File: src/isr_map.vh
// Register offsets, field positions and reset values of the interrupt block
`ifndef ISR_MAP_VH
`define ISR_MAP_VH
// Word addresses of the registers
`define ISR_OFS_RESET_CTRL 4'h0
`define ISR_OFS_IRQ_FIRST 4'h1
`define ISR_OFS_IRQ_SECOND 4'h2
`define ISR_OFS_IRQ_THIRD 4'h3
`define ISR_OFS_TIMER 4'h4
`define ISR_OFS_CONTEXT 4'h5
`define ISR_OFS_STATUS 4'h6
// Reset control register
`define ISR_RC_PRIO_EN 7
`define ISR_RC_SOFT_BOR 6
`define ISR_RC_UNUSED 5
`define ISR_RC_RST_INSTR 4
`define ISR_RC_WDT_TO 3
`define ISR_RC_PWR_DOWN 2
`define ISR_RC_POWER_ON 1
`define ISR_RC_BROWNOUT 0
// First control register
`define ISR_C1_GIE 7
`define ISR_C1_PERIPHERAL_IRQ_ENABLE 6
`define ISR_C1_T0IE 5
`define ISR_C1_X0IE 4
`define ISR_C1_PCIE 3
`define ISR_C1_T0IF 2
`define ISR_C1_X0IF 1
`define ISR_C1_PCIF 0
// Second control register
`define ISR_C2_EDGE0 6
`define ISR_C2_EDGE1 5
`define ISR_C2_EDGE2 4
`define ISR_C2_T0IP 2
`define ISR_C2_PCIP 0
// Third control register
`define ISR_C3_X2IP 7
`define ISR_C3_X1IP 6
`define ISR_C3_X2IE 4
`define ISR_C3_X1IE 3
`define ISR_C3_X2IF 1
`define ISR_C3_X1IF 0
// Timer control: write bit 16 selects 16-bit mode, bit 17 runs the timer
`define ISR_TM_WIDE 8
`define ISR_TM_RUN 9
`define ISR_C2_RESET 8'hF5
`define ISR_C3_RESET 8'hC0
`endif

File: src/isr_pin_sync.v
// Three-stage pin synchroniser with agreement filter
`timescale 1ns/1ns
module isr_pin_sync
#(
   parameter WIDTH = 1
)
(
   // Clock and reset
   input wire sys_clk_i,
   input wire rst_b_i,
   // Pins
   input wire [WIDTH-1:0] pin_i,
   output reg [WIDTH-1:0] level_o
);
   reg [WIDTH-1:0] s1;
   reg [WIDTH-1:0] s2;
   reg [WIDTH-1:0] s3;
   integer k;
   always @(posedge sys_clk_i or negedge rst_b_i)
   begin
      if (!rst_b_i)
      begin
         s1 <= {WIDTH{1'b0}};
         s2 <= {WIDTH{1'b0}};
         s3 <= {WIDTH{1'b0}};
         level_o <= {WIDTH{1'b0}};
      end
      else
      begin
         s1 <= pin_i;
         s2 <= s1;
         s3 <= s2;
         // Level moves only once stages two and three agree
         for (k = 0; k < WIDTH; k = k + 1)
         begin
            if (s2[k] == s3[k])
               level_o[k] <= s3[k];
         end
      end
   end
endmodule // isr_pin_sync

File: src/isr_ctrl.v
// Interrupt sources, reset-cause flags and context save logic
`timescale 1ns/1ns
`include "isr_map.vh"
////////////////////////////////////////////////////////////////////////
// Summary of operation
// - Priority enable bit selects two-level or single-level
// - Reset register records cause of reset/wake
// - Soft brownout bit resets from configuration strap
// - Power-on bit reset value follows reset type
// - Bit 5 of reset register reads zero
// - External pins edge-triggered, polarity bit selects edge
// - Valid edge sets flag; enable gates interrupt
// - Enabled external interrupt wakes from power-managed mode
// - After wake, vector if global enable, else resume
// - External one/two priority at third register bits 6,7
// - External zero always high priority
// - 8-bit mode: overflow FF to 00 sets flag
// - 16-bit mode: overflow FFFF to 0000 sets flag
// - Timer enable first reg bit 5, priority second bit 2
// - Port B pins 7..4 change sets flag bit 0
// - Change enable first reg bit 3, priority second bit 0
// - Entry pushes PC, shadows W, status, bank
// - Legacy mode needs peripheral enable for peripherals
module isr_ctrl
#(
   parameter PC_W = 21,
   parameter STACK_DEPTH = 31
)
(
   // Clock and reset
   input wire sys_clk_i,
   input wire rst_b_i,
   // Reset cause and configuration
   input wire cfg_soft_bor_i,
   input wire cause_por_i,
   input wire cause_bor_i,
   input wire cause_wdt_i,
   input wire cause_rst_instr_i,
   input wire sleep_i,
   // Pins
   input wire [2:0] ext_pin_i,
   input wire [3:0] portb_hi_i,
   input wire peripheral_irq_i,
   // Core context
   input wire irq_ack_i,
   input wire [PC_W-1:0] pc_i,
   input wire [7:0] working_accumulator_i,
   input wire [7:0] status_i,
   input wire [7:0] bsr_i,
   // Avalon-MM slave
   input wire [3:0] avs_address_i,
   input wire avs_read_i,
   input wire avs_write_i,
   input wire [31:0] avs_writedata_i,
   output reg [31:0] avs_readdata_o,
   output reg avs_waitrequest_o,
   // Core requests
   output reg irq_high_o,
   output reg irq_low_o,
   output reg wake_o,
   output reg vector_o
);
   reg [7:0] reset_cause_and_priority_control, c1, c2, c3;
   reg [15:0] tmr;
   reg tm_wide, tm_run, strap_done, sync_live, ack_seen;
   reg [23:0] shadow;
   reg [PC_W-1:0] stack_mem [0:STACK_DEPTH-1];
   reg [4:0] sp;
   reg [2:0] ext_prev, warm;
   reg [3:0] pb_prev;
   wire [2:0] ext_lvl, rise, fall, pol, ext_hit, x_en, x_pend;
   wire [3:0] pb_lvl;
   wire pb_hit, tmr_ovf, wr, rd, t0_pend, pc_pend, any_hi, any_lo, legacy;
   reg [31:0] next_rdata;

   isr_pin_sync #(.WIDTH(7)) u_sync
   (
      .sys_clk_i(sys_clk_i),
      .rst_b_i(rst_b_i),
      .pin_i({portb_hi_i, ext_pin_i}),
      .level_o({pb_lvl, ext_lvl})
   );

   ////////////////////////////////////////////////////////////////////
   // Event detection
   assign pol = {c2[`ISR_C2_EDGE2], c2[`ISR_C2_EDGE1], c2[`ISR_C2_EDGE0]};
   assign rise = ext_lvl & ~ext_prev;
   assign fall = ~ext_lvl & ext_prev;
   // Edges ignored until the filter carries the real pin level
   assign ext_hit = sync_live ? ((pol & rise) | (~pol & fall)) : 3'h0;
   assign pb_hit = sync_live & (pb_lvl != pb_prev);
   assign tmr_ovf = tm_run & (tm_wide ? (tmr == 16'hFFFF) :
      (tmr[7:0] == 8'hFF));
   // Write lands at the edge that sees waitrequest low
   assign wr = avs_write_i & ~avs_waitrequest_o;
   assign rd = avs_read_i & avs_waitrequest_o;

   always @(posedge sys_clk_i or negedge rst_b_i)
   begin
      if (!rst_b_i)
      begin
         ext_prev <= 3'h0;
         pb_prev <= 4'h0;
         sync_live <= 1'b0;
         warm <= 3'h0;
      end
      else
      begin
         ext_prev <= ext_lvl;
         pb_prev <= pb_lvl;
         // A pin idling high would otherwise look like an edge
         if (warm != 3'h4)
            warm <= warm + 3'h1;
         else
            sync_live <= 1'b1;
      end
   end

   ////////////////////////////////////////////////////////////////////
   // Reset control register
   // Cause flags caught by a clocked process after release
   always @(posedge sys_clk_i or negedge rst_b_i)
   begin
      if (!rst_b_i)
      begin
         reset_cause_and_priority_control <= 8'h00;
         strap_done <= 1'b0;
      end
      else if (!strap_done)
      begin
         strap_done <= 1'b1;
         reset_cause_and_priority_control[`ISR_RC_PRIO_EN] <= 1'b0;
         reset_cause_and_priority_control[`ISR_RC_SOFT_BOR] <= cfg_soft_bor_i;
         reset_cause_and_priority_control[`ISR_RC_UNUSED] <= 1'b0;
         reset_cause_and_priority_control[`ISR_RC_RST_INSTR] <= ~cause_rst_instr_i;
         reset_cause_and_priority_control[`ISR_RC_WDT_TO] <= ~cause_wdt_i;
         reset_cause_and_priority_control[`ISR_RC_PWR_DOWN] <= 1'b1;
         reset_cause_and_priority_control[`ISR_RC_POWER_ON] <= ~cause_por_i;
         reset_cause_and_priority_control[`ISR_RC_BROWNOUT] <= ~(cause_bor_i | cause_por_i);
      end
      else
      begin
         if (wr && avs_address_i == `ISR_OFS_RESET_CTRL)
         begin
            reset_cause_and_priority_control[`ISR_RC_PRIO_EN] <= avs_writedata_i[`ISR_RC_PRIO_EN];
            reset_cause_and_priority_control[`ISR_RC_SOFT_BOR] <= avs_writedata_i[`ISR_RC_SOFT_BOR];
            reset_cause_and_priority_control[`ISR_RC_RST_INSTR] <= avs_writedata_i[`ISR_RC_RST_INSTR];
            reset_cause_and_priority_control[`ISR_RC_POWER_ON] <= avs_writedata_i[`ISR_RC_POWER_ON];
            reset_cause_and_priority_control[`ISR_RC_BROWNOUT] <= avs_writedata_i[`ISR_RC_BROWNOUT];
         end
         // Sleep entry clears the power-down flag
         if (sleep_i)
            reset_cause_and_priority_control[`ISR_RC_PWR_DOWN] <= 1'b0;
      end
   end

   ////////////////////////////////////////////////////////////////////
   // Control registers; hardware set beats software clear
   always @(posedge sys_clk_i or negedge rst_b_i)
   begin
      if (!rst_b_i)
      begin
         c1 <= 8'h00;
         c2 <= `ISR_C2_RESET;
         c3 <= `ISR_C3_RESET;
      end
      else
      begin
         if (wr && avs_address_i == `ISR_OFS_IRQ_FIRST)
            c1 <= avs_writedata_i[7:0];
         if (wr && avs_address_i == `ISR_OFS_IRQ_SECOND)
            c2 <= avs_writedata_i[7:0] & 8'hF5;
         if (wr && avs_address_i == `ISR_OFS_IRQ_THIRD)
            c3 <= avs_writedata_i[7:0] & 8'hDB;
         if (irq_ack_i)
            c1[`ISR_C1_GIE] <= 1'b0;
         if (ext_hit[0])
            c1[`ISR_C1_X0IF] <= 1'b1;
         if (ext_hit[1])
            c3[`ISR_C3_X1IF] <= 1'b1;
         if (ext_hit[2])
            c3[`ISR_C3_X2IF] <= 1'b1;
         if (tmr_ovf)
            c1[`ISR_C1_T0IF] <= 1'b1;
         if (pb_hit)
            c1[`ISR_C1_PCIF] <= 1'b1;
      end
   end

   ////////////////////////////////////////////////////////////////////
   // Timer zero counter
   always @(posedge sys_clk_i or negedge rst_b_i)
   begin
      if (!rst_b_i)
      begin
         tmr <= 16'h0000;
         tm_wide <= 1'b0;
         tm_run <= 1'b0;
      end
      else if (wr && avs_address_i == `ISR_OFS_TIMER)
      begin
         tmr <= avs_writedata_i[15:0];
         tm_wide <= avs_writedata_i[16 + `ISR_TM_WIDE - 8];
         tm_run <= avs_writedata_i[16 + `ISR_TM_RUN - 8];
      end
      else if (tm_run)
      begin
         if (tm_wide)
            tmr <= tmr + 16'h0001;
         else
            tmr <= {tmr[15:8], tmr[7:0] + 8'h01};
      end
   end

   ////////////////////////////////////////////////////////////////////
   // Request routing
   assign legacy = ~reset_cause_and_priority_control[`ISR_RC_PRIO_EN];
   assign x_en = {c3[`ISR_C3_X2IE], c3[`ISR_C3_X1IE], c1[`ISR_C1_X0IE]};
   assign x_pend = x_en &
      {c3[`ISR_C3_X2IF], c3[`ISR_C3_X1IF], c1[`ISR_C1_X0IF]};
   assign t0_pend = c1[`ISR_C1_T0IE] & c1[`ISR_C1_T0IF];
   assign pc_pend = c1[`ISR_C1_PCIE] & c1[`ISR_C1_PCIF];
   // External zero has no priority bit
   assign any_hi = x_pend[0] |
      (x_pend[1] & c3[`ISR_C3_X1IP]) | (x_pend[2] & c3[`ISR_C3_X2IP]) |
      (t0_pend & c2[`ISR_C2_T0IP]) | (pc_pend & c2[`ISR_C2_PCIP]);
   assign any_lo = (x_pend[1] & ~c3[`ISR_C3_X1IP]) |
      (x_pend[2] & ~c3[`ISR_C3_X2IP]) |
      (t0_pend & ~c2[`ISR_C2_T0IP]) | (pc_pend & ~c2[`ISR_C2_PCIP]);

   always @(posedge sys_clk_i or negedge rst_b_i)
   begin
      if (!rst_b_i)
      begin
         irq_high_o <= 1'b0;
         irq_low_o <= 1'b0;
         wake_o <= 1'b0;
         vector_o <= 1'b0;
      end
      else if (legacy)
      begin
         // Single level: global bit gates all, peripheral bit only the peripheral request
         irq_high_o <= c1[`ISR_C1_GIE] & (any_hi | any_lo |
            (c1[`ISR_C1_PERIPHERAL_IRQ_ENABLE] & peripheral_irq_i));
         irq_low_o <= 1'b0;
         wake_o <= sleep_i & (|x_pend);
         vector_o <= sleep_i & (|x_pend) & c1[`ISR_C1_GIE];
      end
      else
      begin
         // Bit 7 gates high level, bit 6 gates low level
         irq_high_o <= c1[`ISR_C1_GIE] & any_hi;
         irq_low_o <= c1[`ISR_C1_GIE] & c1[`ISR_C1_PERIPHERAL_IRQ_ENABLE] &
            (any_lo | peripheral_irq_i);
         wake_o <= sleep_i & (|x_pend);
         vector_o <= sleep_i & (|x_pend) & c1[`ISR_C1_GIE];
      end
   end

   ////////////////////////////////////////////////////////////////////
   // Context save on interrupt entry
   always @(posedge sys_clk_i or negedge rst_b_i)
   begin
      if (!rst_b_i)
      begin
         shadow <= 24'h000000;
         sp <= 5'h00;
         ack_seen <= 1'b0;
      end
      else
      begin
         ack_seen <= irq_ack_i;
         // One save per acknowledge pulse; overflow stops pushes
         if (irq_ack_i && !ack_seen)
         begin
            shadow <= {working_accumulator_i, status_i, bsr_i};
            if (sp < STACK_DEPTH[4:0])
               sp <= sp + 5'h01;
         end
      end
   end

   always @(posedge sys_clk_i)
   begin
      if (irq_ack_i && !ack_seen && sp < STACK_DEPTH[4:0])
         stack_mem[sp] <= pc_i;
   end

   ////////////////////////////////////////////////////////////////////
   // Avalon slave: one wait state per access
   always @*
   begin
      next_rdata = 32'h00000000;
      case (avs_address_i)
         `ISR_OFS_RESET_CTRL:
            next_rdata = {24'h000000, reset_cause_and_priority_control & 8'hDF};
         `ISR_OFS_IRQ_FIRST:
            next_rdata = {24'h000000, c1};
         `ISR_OFS_IRQ_SECOND:
            next_rdata = {24'h000000, c2};
         `ISR_OFS_IRQ_THIRD:
            next_rdata = {24'h000000, c3};
         `ISR_OFS_TIMER:
            next_rdata = {14'h0000, tm_run, tm_wide, tmr};
         `ISR_OFS_CONTEXT:
            next_rdata = {8'h00, shadow};
         `ISR_OFS_STATUS:
            next_rdata = {27'h0000000, sp};
         default:
            next_rdata = 32'h00000000;
      endcase
   end

   always @(posedge sys_clk_i or negedge rst_b_i)
   begin
      if (!rst_b_i)
      begin
         avs_waitrequest_o <= 1'b1;
         avs_readdata_o <= 32'h00000000;
      end
      else
      begin
         avs_waitrequest_o <= ~((avs_read_i | avs_write_i) &
            avs_waitrequest_o);
         if (rd)
            avs_readdata_o <= next_rdata;
      end
   end
endmodule // isr_ctrl

File: config.mk
export PLATFORM = sky130hd
export DESIGN_NAME = isr_ctrl
export DESIGN_NICKNAME = d
export VERILOG_FILES = /design/src/isr_pin_sync.v /design/src/isr_ctrl.v
export VERILOG_INCLUDE_DIRS = /design/src /design/src/src
export SDC_FILE = /design/constraint.sdc
export NUM_CORES = 1
export LEC_CHECK = 0
export ABC_AREA = 1
export BUFFER_PORTS_ARGS = -buffer_cell sky130_fd_sc_hd__buf_4
export CAP_MARGIN = 10
export CORE_MARGIN = 3
export CORE_UTILIZATION = 51
export CTS_BUF_LIST = sky130_fd_sc_hd__clkbuf_4
export DETAILED_ROUTE_END_ITERATION = 10
export MAX_ROUTING_LAYER = met4
export PLACE_DENSITY_LB_ADDON = 0.2
export SYNTH_ARGS = -nofsm -noshare
export SYNTH_HDL_FRONTEND = slang
export SYNTH_SLANG_ARGS = --single-unit
File: constraint.sdc
create_clock -name sys_clk_i -period 1.2 [get_ports sys_clk_i]
set_input_delay 0.12 -clock sys_clk_i [delete_from_list [all_inputs] [get_ports sys_clk_i]]
set_output_delay 0.12 -clock sys_clk_i [all_outputs]
set_load 0.03 [all_outputs]
==> results.toml, run 1 <==
[status]
outcome = "finished, violations left"
violations = "negative setup slack"

[layout]
final_common_cell = "nand2_1"
synthToLayoutAreaGrowth_pct = 52.4
filler_cell_count = 782
num-nets-final = 1129
final_cell_mix = "nand2_1 (190), buf_4 (143), dfrtp_1 (132), inv_1 (87), dlygate4sd3_1 (62)"
drive_gt1_share_pct = 34.3

[timing]
post-route-min-period_ps = 1460
slew_viol_final = 0
setup_tns_ps = -10020
tightest_slew_ps = 632
grt_setup_unrepaired = "true"
hold_viol = 0
fmax_mhz = 687
finalSetupViolCount = 96
fin_ws_ps = -256
skew_ps = 31.2
period_share_pct = 121
slew_headroom_pct = 57.9

[floorplanning]
die_h_um = 119
dieArea_um2 = 14000
num_rows = 40
initial_core_util_pct = 52.9
coreArea_um2 = 12200
die_w_um = 119
ios = 137

[power_and_ir_drop]
power_frac_clock_pct = 22.0
p_per_area_nw_per_um2 = 1360
ir_drop_uv = 1360
p_switching_uw = 4700
combinationalPowerShare_pct = 31.4
p_sw_share_pct = 35.1
cellLeakagePower_uw = 0.00481
intPower_uw = 8680
pwr-share-seq_pct = 46.6

[flow_run]
maxCapViolCount = 0

[cts]
clock-sinks = 144
htreeDepth = 4
clock_latency_ps = 570
cts_root_buffer = "clkbuf_4"
cts_buffers = 17
clk_pin_slew_ps = 140
clock_path_buffers = 2
cts_tree = "done"

[synth]
synth_xor_area_share_pct = 1.22
postSynthCellCount = 753
netlist_area_um2 = 6460
async_flop_share_pct = 100
synth_warnings = 0
avgSynthCellArea_um2 = 8.58
synth_seq_area_share_pct = 56.0
synth_top_cell_area_share_pct = 52.3
yosys.area_share.simple_pct = 21.7
synth-compound-area-share_pct = 10.7
synth_edf_count = 0
synthFlopType = "dfrtp_1"
synthMuxAreaShare_pct = 0
synth.distinct_cells = 34
synthTopCellsByArea = "dfrtp_1 (52%), nand2_1 (13%), o21ai_0 (5.9%)"
synth_area_leader_cell = "dfrtp_1"
synth_top_family_by_area = "simple AND/OR/NAND/NOR gates"
synth-seq-cells = 144
yosys.area_share.adder_pct = 1.86

[place]
routabilityCongestion = 0.941
hpwl_um = 12300
port_buffers = 93
pre_cts_ws_ps = -195

[setup_path]
crit_type = "reg -> reg"
required_ps = 1660
reg2reg_depth = 8
crit_fanout = 4
crit_path_start_kind = "flip-flop"
end_kind = "flip-flop"
crit_arrival_ps = 1920

[routing]
first_pass_iters = 5
viasPerCell = 5.32
ant_nets = 0
num_vias = 6425
wl_per_cell_um = 16.8
drcViolationCount = 0
routed_wl_um = 20300
drt_iter0_drc = 554

[min_path]
whs_path_depth = 6
holdCritPathClass = "in -> reg"

[global_route]
grt_pass1_wl_um = 30600
grt_pass1_vias = 6234
grt_max_degree = 45
globalRouteTotalUtil_pct = 28.5
grt.overflow.total = 0
grt_antenna_before_repair = 0
==> critical path, cell delays in order, from the launching register on <==
cell and delay [ps]:
dfstp_2 390, buf_4 140, nor2_4 180, buf_6 160
buf_6 100, nand3_4 90, buf_4 160, o21ai_0 60
o21ai_1 90
==> worst paths after layout <==
path	startpoint	end	slack (ps)
max reg2reg	avs_waitrequest_o$_DFF_PN1_	tmr[8]$_DFFE_PN0P_	-260
max	avs_waitrequest_o$_DFF_PN1_	tmr[8]$_DFFE_PN0P_	-260
max in group asynchronous	rst_b_i	sync_live$_DFFE_PN0N_	190
min	avs_address_i[3]	c3[7]$_DFFE_PN1P_	20
min in group asynchronous	rst_b_i	c3[7]$_DFFE_PN1P_	170
min reg2reg	u_sync.s1[4]$_DFF_PN0_	u_sync.s2[4]$_DFF_PN0_	360
==> sequential cells by signal, summed over array words and instances, names as in the netlist, 3 cells and up <==
signal	count
c1	8
avs_readdata_o	24
u_sync.level_o	7
u_sync.s3	7
u_sync.s2	7
c2	6
c3	6
tmr	16
u_sync.s1	7
shadow	24
pb_prev	4
ext_prev	3
sp	5
reset_cause_and_priority_control	7
warm	3
==> power groups by stage <==
stage	sequential [uW]	clock (uW)	combinational (uW)
floorplan	6300	0	1470
CTS	6150	2990	3670
global route	6310	3240	4560
detailed placement	6240	0	3060
global placement	6220	0	2990
finish	6230	2950	4200
==> layout make-up <==
cell class / instances / area, um2 / share of cell area [%]
sequential: 144 / 3620 / 36.8
inverter: 101 / 407 / 4.13
clock buffer: 18 / 135 / 1.37
timing repair buffer: 270 / 2540 / 25.8
tap: 168 / 210 / 2.14
antenna: 1 / 2.50 / 0.0254
clock inverter: 14 / 131 / 1.34
timing repair inverter: 1 / 6.26 / 0.0636
multi-input combinational: 490 / 2790 / 28.3
==> synth_stat cells (4+ instances only) <==
cell / n
o211ai_1: 5
o22ai_1: 14
xor2_1: 6
buf_4: 10
a21oi_1: 16
nand4_1: 8
nor2_1: 44
maj3_1: 7
nand2_1: 217
clkbuf_1: 7
inv_1: 99
o221ai_1: 6
dfrtp_1: 135
o21ai_0: 76
buf_2: 6
ha_1: 4
dfstp_2: 9
nor3_1: 10
nand3_1: 43
==> cell families after synthesis <==
| kind of cell | count (synthesis) |
|---|---|
| AND/OR/NAND/NOR | 335 |
| AO/OA/AOI/OAI | 124 |
| adder cells (fa/ha/maj) | 11 |
| other | 2 |
| XOR/XNOR | 9 |
| buffers and inverters | 128 |
| flip-flops | 144 |
==> metal layers <==
metal,global-route usage [%],share of wire [%],vias up
met2,47.8,52,292
met3,6.17,6.0,65
met5,-,0,-
met4,11.2,3.8,0
li1,-,-,2966
met1,33.6,39,3102
==> stage by stage <==
stage | hold slack (ps) | instances | total power, uW | area, um2 | util (%)
after detailed placement | 55.5 | 1060 | 9300 | 7860 | 64.4
final | 19.2 | 1207 | 13400 | 9840 | 80.6
after CTS | 32.9 | 1184 | 12800 | 9310 | 76.3
after floorplan | -176 | 760 | 7760 | 6570 | -
after global placement | 52.9 | 1060 | 9210 | 7860 | 64.4
after global routing | 18.2 | 1206 | 14100 | 9840 | 80.6
==> timing repair <==
item / in CTS / in global routing
hold endpoints to repair: 232 / 0
gates cloned: 2 / 5
hold buffers: 63 / 0
endpoints found under the setup margin: 74 / 113
setup buffers: 27 / 18
pin swaps: 8 / 23
gates resized for setup: 112 / 88
Note: power is estimated with default switching activity, not from simulation.
==> run 2, diff against run 1 <==
Settings changed: ABC_AREA 1 to not set.
==> results.toml, run 2 <==
[global_route]
grt_pass1_wl_um = 28900
grt_antenna_before_repair = 0
grt.overflow.total = 0
grt_pass1_vias = 5585
grt_max_degree = 46
globalRouteTotalUtil_pct = 29.1

[place]
pre_cts_ws_ps = -387
hpwl_um = 11200
routabilityCongestion = 0.881
port_buffers = 93

[floorplanning]
die_w_um = 116
ios = 137
die_h_um = 116
dieArea_um2 = 13500
num_rows = 39
initial_core_util_pct = 53.2
coreArea_um2 = 11700

[timing]
finalSetupViolCount = 124
period_share_pct = 129
fin_ws_ps = -348
fmax_mhz = 646
tightest_slew_ps = 796
grt_setup_unrepaired = "true"
slew_viol_final = 0
post-route-min-period_ps = 1550
skew_ps = 18.7
hold_viol = 0
slew_headroom_pct = 46.8

[routing]
drt_iter0_drc = 452
num_vias = 5386
wl_per_cell_um = 20.0
routed_wl_um = 19200
drcViolationCount = 0
first_pass_iters = 5
ant_nets = 0
viasPerCell = 5.63

[setup_path]
rr_endpoint = "reset_cause_and_priority_control[0]$_DFFE_PN0P_"
end_kind = "flip-flop"
crit_path_start_kind = "flip-flop"
crit_arrival_ps = 1990
required_ps = 1640
crit_fanout = 4
reg2reg_depth = 5
cp_slowest_cell = "dfstp_2"
reg2reg_setup_slack_ps = -350
crit_chain = "nor4b_4 -> buf_4 -> nand2_4 -> mux2_4 -> a21o_1"
crit_type = "reg -> reg"
r2r-start = "avs_waitrequest_o$_DFF_PN1_"
cpPeakStageDelay_ps = 410

[cts]
cts_buffers = 17
cts_tree = "done"
clock_path_buffers = 2
htreeDepth = 4
clk_pin_slew_ps = 120
clock-sinks = 144
clock_latency_ps = 550
cts_root_buffer = "clkbuf_4"

[synth]
synthTopCellsByArea = "dfrtp_1 (54%), mux2_2 (7.4%), nand2_1 (4.4%)"
synth_seq_area_share_pct = 58.3
synth_area_leader_cell = "dfrtp_1"
synth_edf_count = 0
netlist_area_um2 = 6200
synth_commonest_cells = "dfrtp_1 (135), nand2_1 (72), mux2_2 (41), o21ai_0 (41), mux2i_1 (18)"
yosysMostFrequentCell = "dfrtp_1"
synth.distinct_cells = 59
synth_top_cell_area_share_pct = 54.5
avgSynthCellArea_um2 = 11.8
synth_warnings = 0
postSynthCellCount = 526
synthFlopType = "dfrtp_1"
synth-seq-cells = 144
async_flop_share_pct = 100

[power_and_ir_drop]
cellLeakagePower_uw = 0.00443
p_per_area_nw_per_um2 = 1430
ir_drop_uv = 1110

[status]
violations = "negative setup slack"
outcome = "finished, violations left"

[layout]
drive_gt1_share_pct = 43.9
synthToLayoutAreaGrowth_pct = 53.0
final_common_cell = "buf_4"
num-nets-final = 904
diodes = 0
final_cell_mix = "buf_4 (167), dfrtp_1 (133), nand2_1 (62), dlygate4sd3_1 (60), buf_6 (41)"
reg_top3 = "avs_readdata_o x24, shadow x24, tmr x16"
final_util_pct = 81.4

[min_path]
holdCritPathClass = "in -> async"

[flow_run]
maxCapViolCount = 0
==> run 2: cell count changes after synthesis, sizes merged, moves of 9 or more <==
cell   before  now
a22oi       0   15
inv       101    9
o21ai      79   41
o22ai      14    0
a21oi      16    5
nand2     220   72
nor2       50   13
nor3       10    1
mux2i       0   18
nand3      45   12
mux2        0   42
==> run 2: how the worst max path moves through the flow <==
stage / from / endpoint / slack (ps) / cells past startpoint
after global placement: avs_waitrequest_o$_DFF_PN1_ / c3[0]$_DFFE_PN0P_ / -330 / 4
after floorplan: avs_waitrequest_o$_DFF_PN1_ / tmr[9]$_DFFE_PN0P_ / -420 / 5
after global routing: avs_waitrequest_o$_DFF_PN1_ / c1[0]$_DFFE_PN0P_ / -420 / 5
after CTS: avs_waitrequest_o$_DFF_PN1_ / reset_cause_and_priority_control[0]$_DFFE_PN0P_ / -350 / 5
after detailed placement: avs_waitrequest_o$_DFF_PN1_ / c3[1]$_DFFE_PN0P_ / -390 / 4
final: avs_waitrequest_o$_DFF_PN1_ / reset_cause_and_priority_control[0]$_DFFE_PN0P_ / -350 / 5
==> run 2: what timing repair did <==
item | 4_1_cts | 5_1_grt
setup buffers | 29 | 14
pin swaps | 17 | 27
hold buffers | 60 | 0
endpoints found under the hold margin | 226 | 0
cloned | 5 | 1
setup endpoints to repair | 124 | 126
resized for setup | 89 | 47
==> run 2: cell families (layout without fill, tap and decap cells) <==
group	count (synthesis)	after routing	synth area share, %
adders and majority gates	11	11	1.94
muxes	60	60	10.6
buffers and inverters	42	322	3.43
AOI/OAI and AO/OA	103	103	11.1
other	2	9	0.121
and+or+nand+nor	145	145	11.8
DFF	144	144	58.3
xor gates and xnor gates	19	19	2.68
==> run 2: through the flow <==
step           power, uW  instances  instance area, um2  TNS (ps)  hold WS, ps
4_1_cts            13300        945                9300    -19680         28.3
2_1_floorplan       7840        533                6420    -15410         -176
5_1_grt            14200        956                9490    -25110         39.5
3_3_place_gp        9390        820                7770    -15200         74.0
3_5_place_dp        9540        820                7770    -18120         72.5
6_report           13600        956                9490    -19070         63.0
==> run 2: worst max-delay path: cells and delay by family (launching register included) <==
kind                   cells  cell delay [ps]
muxes                      1              310
AOI/OAI and AO/OA          1              160
DFF                        1              410
buffers and inverters      1              190
and+or+nand+nor            2              380
==> run 2: per-layer routing <==
metal	track usage, %	wire length [um]	vias up
li1	-	-	2421
met1	36.7	7900	2712
met2	46.8	9710	212
met3	6.58	1060	41
met4	9.51	486	0
met5	-	0	-
==> run 2: power by group <==
group | switching (uW) | internal, uW
Combinational | 1770 | 2230
Sequential | 651 | 5630
Clock | 1780 | 1490
Total | 4200 | 9350
==> run 2: cell type report <==
type / instances / area, um2
multi-input cells: 347 / 2760
fillers: 626 / 2170
clock buffers: 19 / 143
clock inverters: 13 / 163
inverters: 9 / 33.8
flip-flops and latches: 144 / 3620
well taps: 143 / 179
repair buffers: 281 / 2590
==> run 3, diff against run 2 <==
Settings changed: CORE_ASPECT_RATIO set to 1.25.
==> results.toml, run 3 (synthesized netlist as in run 2, its figures left out) <==
[setup_path]
cp_slowest_cell = "dfstp_2"
startpoint = "avs_waitrequest_o$_DFF_PN1_"
crit_chain = "nor4b_4 -> nand3b_1 -> mux2_4 -> a31o_1"
crit_path_start_kind = "flip-flop"
crit_type = "reg -> reg"
end_kind = "flip-flop"
r2r-start = "avs_waitrequest_o$_DFF_PN1_"
reg2reg_depth = 4
required_ps = 1670
reg2reg_setup_slack_ps = -380
cpPeakStageDelay_ps = 420
rr_endpoint = "c1[2]$_DFFE_PN0P_"
crit_fanout = 4
crit_arrival_ps = 2050

[routing]
ant_nets = 0
routed_wl_um = 18800
num_vias = 5288
drt_iter0_drc = 345
first_pass_iters = 5
drcViolationCount = 0
wl_per_cell_um = 19.5
viasPerCell = 5.49

[min_path]
holdCritPathClass = "in -> reg"
whs_path_depth = 4
holdPathEnd = "avs_readdata_o[8]$_DFFE_PN0P_"
hp-start = "avs_address_i[2]"

[global_route]
grt_max_degree = 41
grt_antenna_before_repair = 1
grt_pass1_vias = 5302
grt.overflow.total = 0
grt_pass1_wl_um = 27600
globalRouteTotalUtil_pct = 27.3

[timing]
post-route-min-period_ps = 1580
hold_viol = 0
slew_viol_final = 0
slew_headroom_pct = 56.7
period_share_pct = 132
fmax_mhz = 632
finalSetupViolCount = 125
tightest_slew_ps = 648
fin_ws_ps = -381
skew_ps = 18.5
grt_setup_unrepaired = "true"

[power_and_ir_drop]
cellLeakagePower_uw = 0.00436
p_sw_share_pct = 33.1
pwr-share-seq_pct = 47.6
power_frac_clock_pct = 23.4
p_switching_uw = 4380
combinationalPowerShare_pct = 29.0
ir_drop_uv = 1200
intPower_uw = 8840
p_per_area_nw_per_um2 = 1410

[layout]
synthToLayoutAreaGrowth_pct = 50.7
num-nets-final = 893
final_area_um2 = 9350
final_common_cell = "buf_4"
final_cell_mix = "buf_4 (154), dfrtp_1 (135), nand2_1 (68), dlygate4sd3_1 (61), buf_6 (45)"
reg_top3 = "avs_readdata_o x24, shadow x24, tmr x16"
layoutNonFillerInstCount = 964
multi_input_area_um2 = 2730
ff_latch_area_um2 = 3610
filler_cell_count = 674
final_util_pct = 79.7
drive_gt1_share_pct = 41.4

[place]
routabilityCongestion = 0.908
place_inst = 831
hpwl_um = 11100
placed_area_um2 = 7740
pre_cts_ws_ps = -354
port_buffers = 93

[floorplanning]
num_rows = 44
die_h_um = 129
dieArea_um2 = 13500
coreArea_um2 = 11700
die_w_um = 105
initial_core_util_pct = 52.9
ios = 137

[cts]
clk_pin_slew_ps = 150
htreeDepth = 4
clock_path_buffers = 2
cts_buffers = 17
cts_tree = "done"
clock-sinks = 144
clock_latency_ps = 580
cts_root_buffer = "clkbuf_4"

[flow_run]
maxCapViolCount = 0

[status]
violations = "negative setup slack"
outcome = "finished, violations left"
-- run 3: repair_timing --
item / CTS / global route
pin swaps: 15 / 16
endpoints found under the hold margin: 226 / 0
buffers inserted: 21 / 16
hold buffers: 61 / 0
gates cloned: 3 / 1
endpoints found under the setup margin: 125 / 126
resized for setup: 72 / 53
-- run 3: cell type report --
cell class | count | area share, %
well taps | 161 | 2.15
diodes | 1 | 0.0268
inverters | 9 | 0.361
repair buffers | 270 | 26.7
multi-input cells | 347 | 29.1
flip-flops and latches | 144 | 38.7
clock buffers | 17 | 1.37
clock inverters | 15 | 1.58
-- run 3: worst max-delay path, delay by kind of cell (launching register included) --
family,cells,cell delay [ps]
and+or+nand+nor,2,530
DFF,1,420
muxes,1,330
AOI/OAI and AO/OA,1,200
-- run 3: how the worst max path moves through the flow --
stage and end:
2_1_floorplan tmr[9]$_DFFE_PN0P_, 3_3_place_gp reset_cause_and_priority_control[0]$_DFFE_PN0P_, 3_5_place_dp reset_cause_and_priority_control[0]$_DFFE_PN0P_, 4_1_cts c1[2]$_DFFE_PN0P_, 5_1_grt c1[2]$_DFFE_PN0P_, 6_report c1[2]$_DFFE_PN0P_
-- run 3: through the flow --
| step | hold slack (ps) | setup TNS [ps] | power (uW) |
|---|---|---|---|
| CTS | 51.5 | -17830 | 12900 |
| detailed placement | 29.5 | -17840 | 9470 |
| floorplan | -176 | -15410 | 7840 |
| global route | 42.1 | -26720 | 13800 |
| finish | 80.5 | -20480 | 13200 |
| global placement | 23.2 | -14880 | 9310 |
-- run 3: layer usage --
| layer | track usage (%) | part of all wire, % | wire length (um) | vias to the layer above |
|---|---|---|---|---|
| met1 | 31.9 | 40 | 7440 | 2627 |
| met4 | 8.57 | 3.6 | 671 | 0 |
| li1 | - | - | - | 2401 |
| met5 | - | 0 | 0 | - |
| met2 | 47.5 | 52 | 9790 | 210 |
| met3 | 6.18 | 4.9 | 930 | 50 |
-- run 3: power by group through the flow --
stage	Clock, uW	Sequential (uW)	Combinational (uW)
finish	3090	6300	3840
global route	3370	6360	4100
CTS	3100	6240	3580
detailed placement	0	6330	3140
global placement	0	6280	3030
floorplan	0	6370	1470
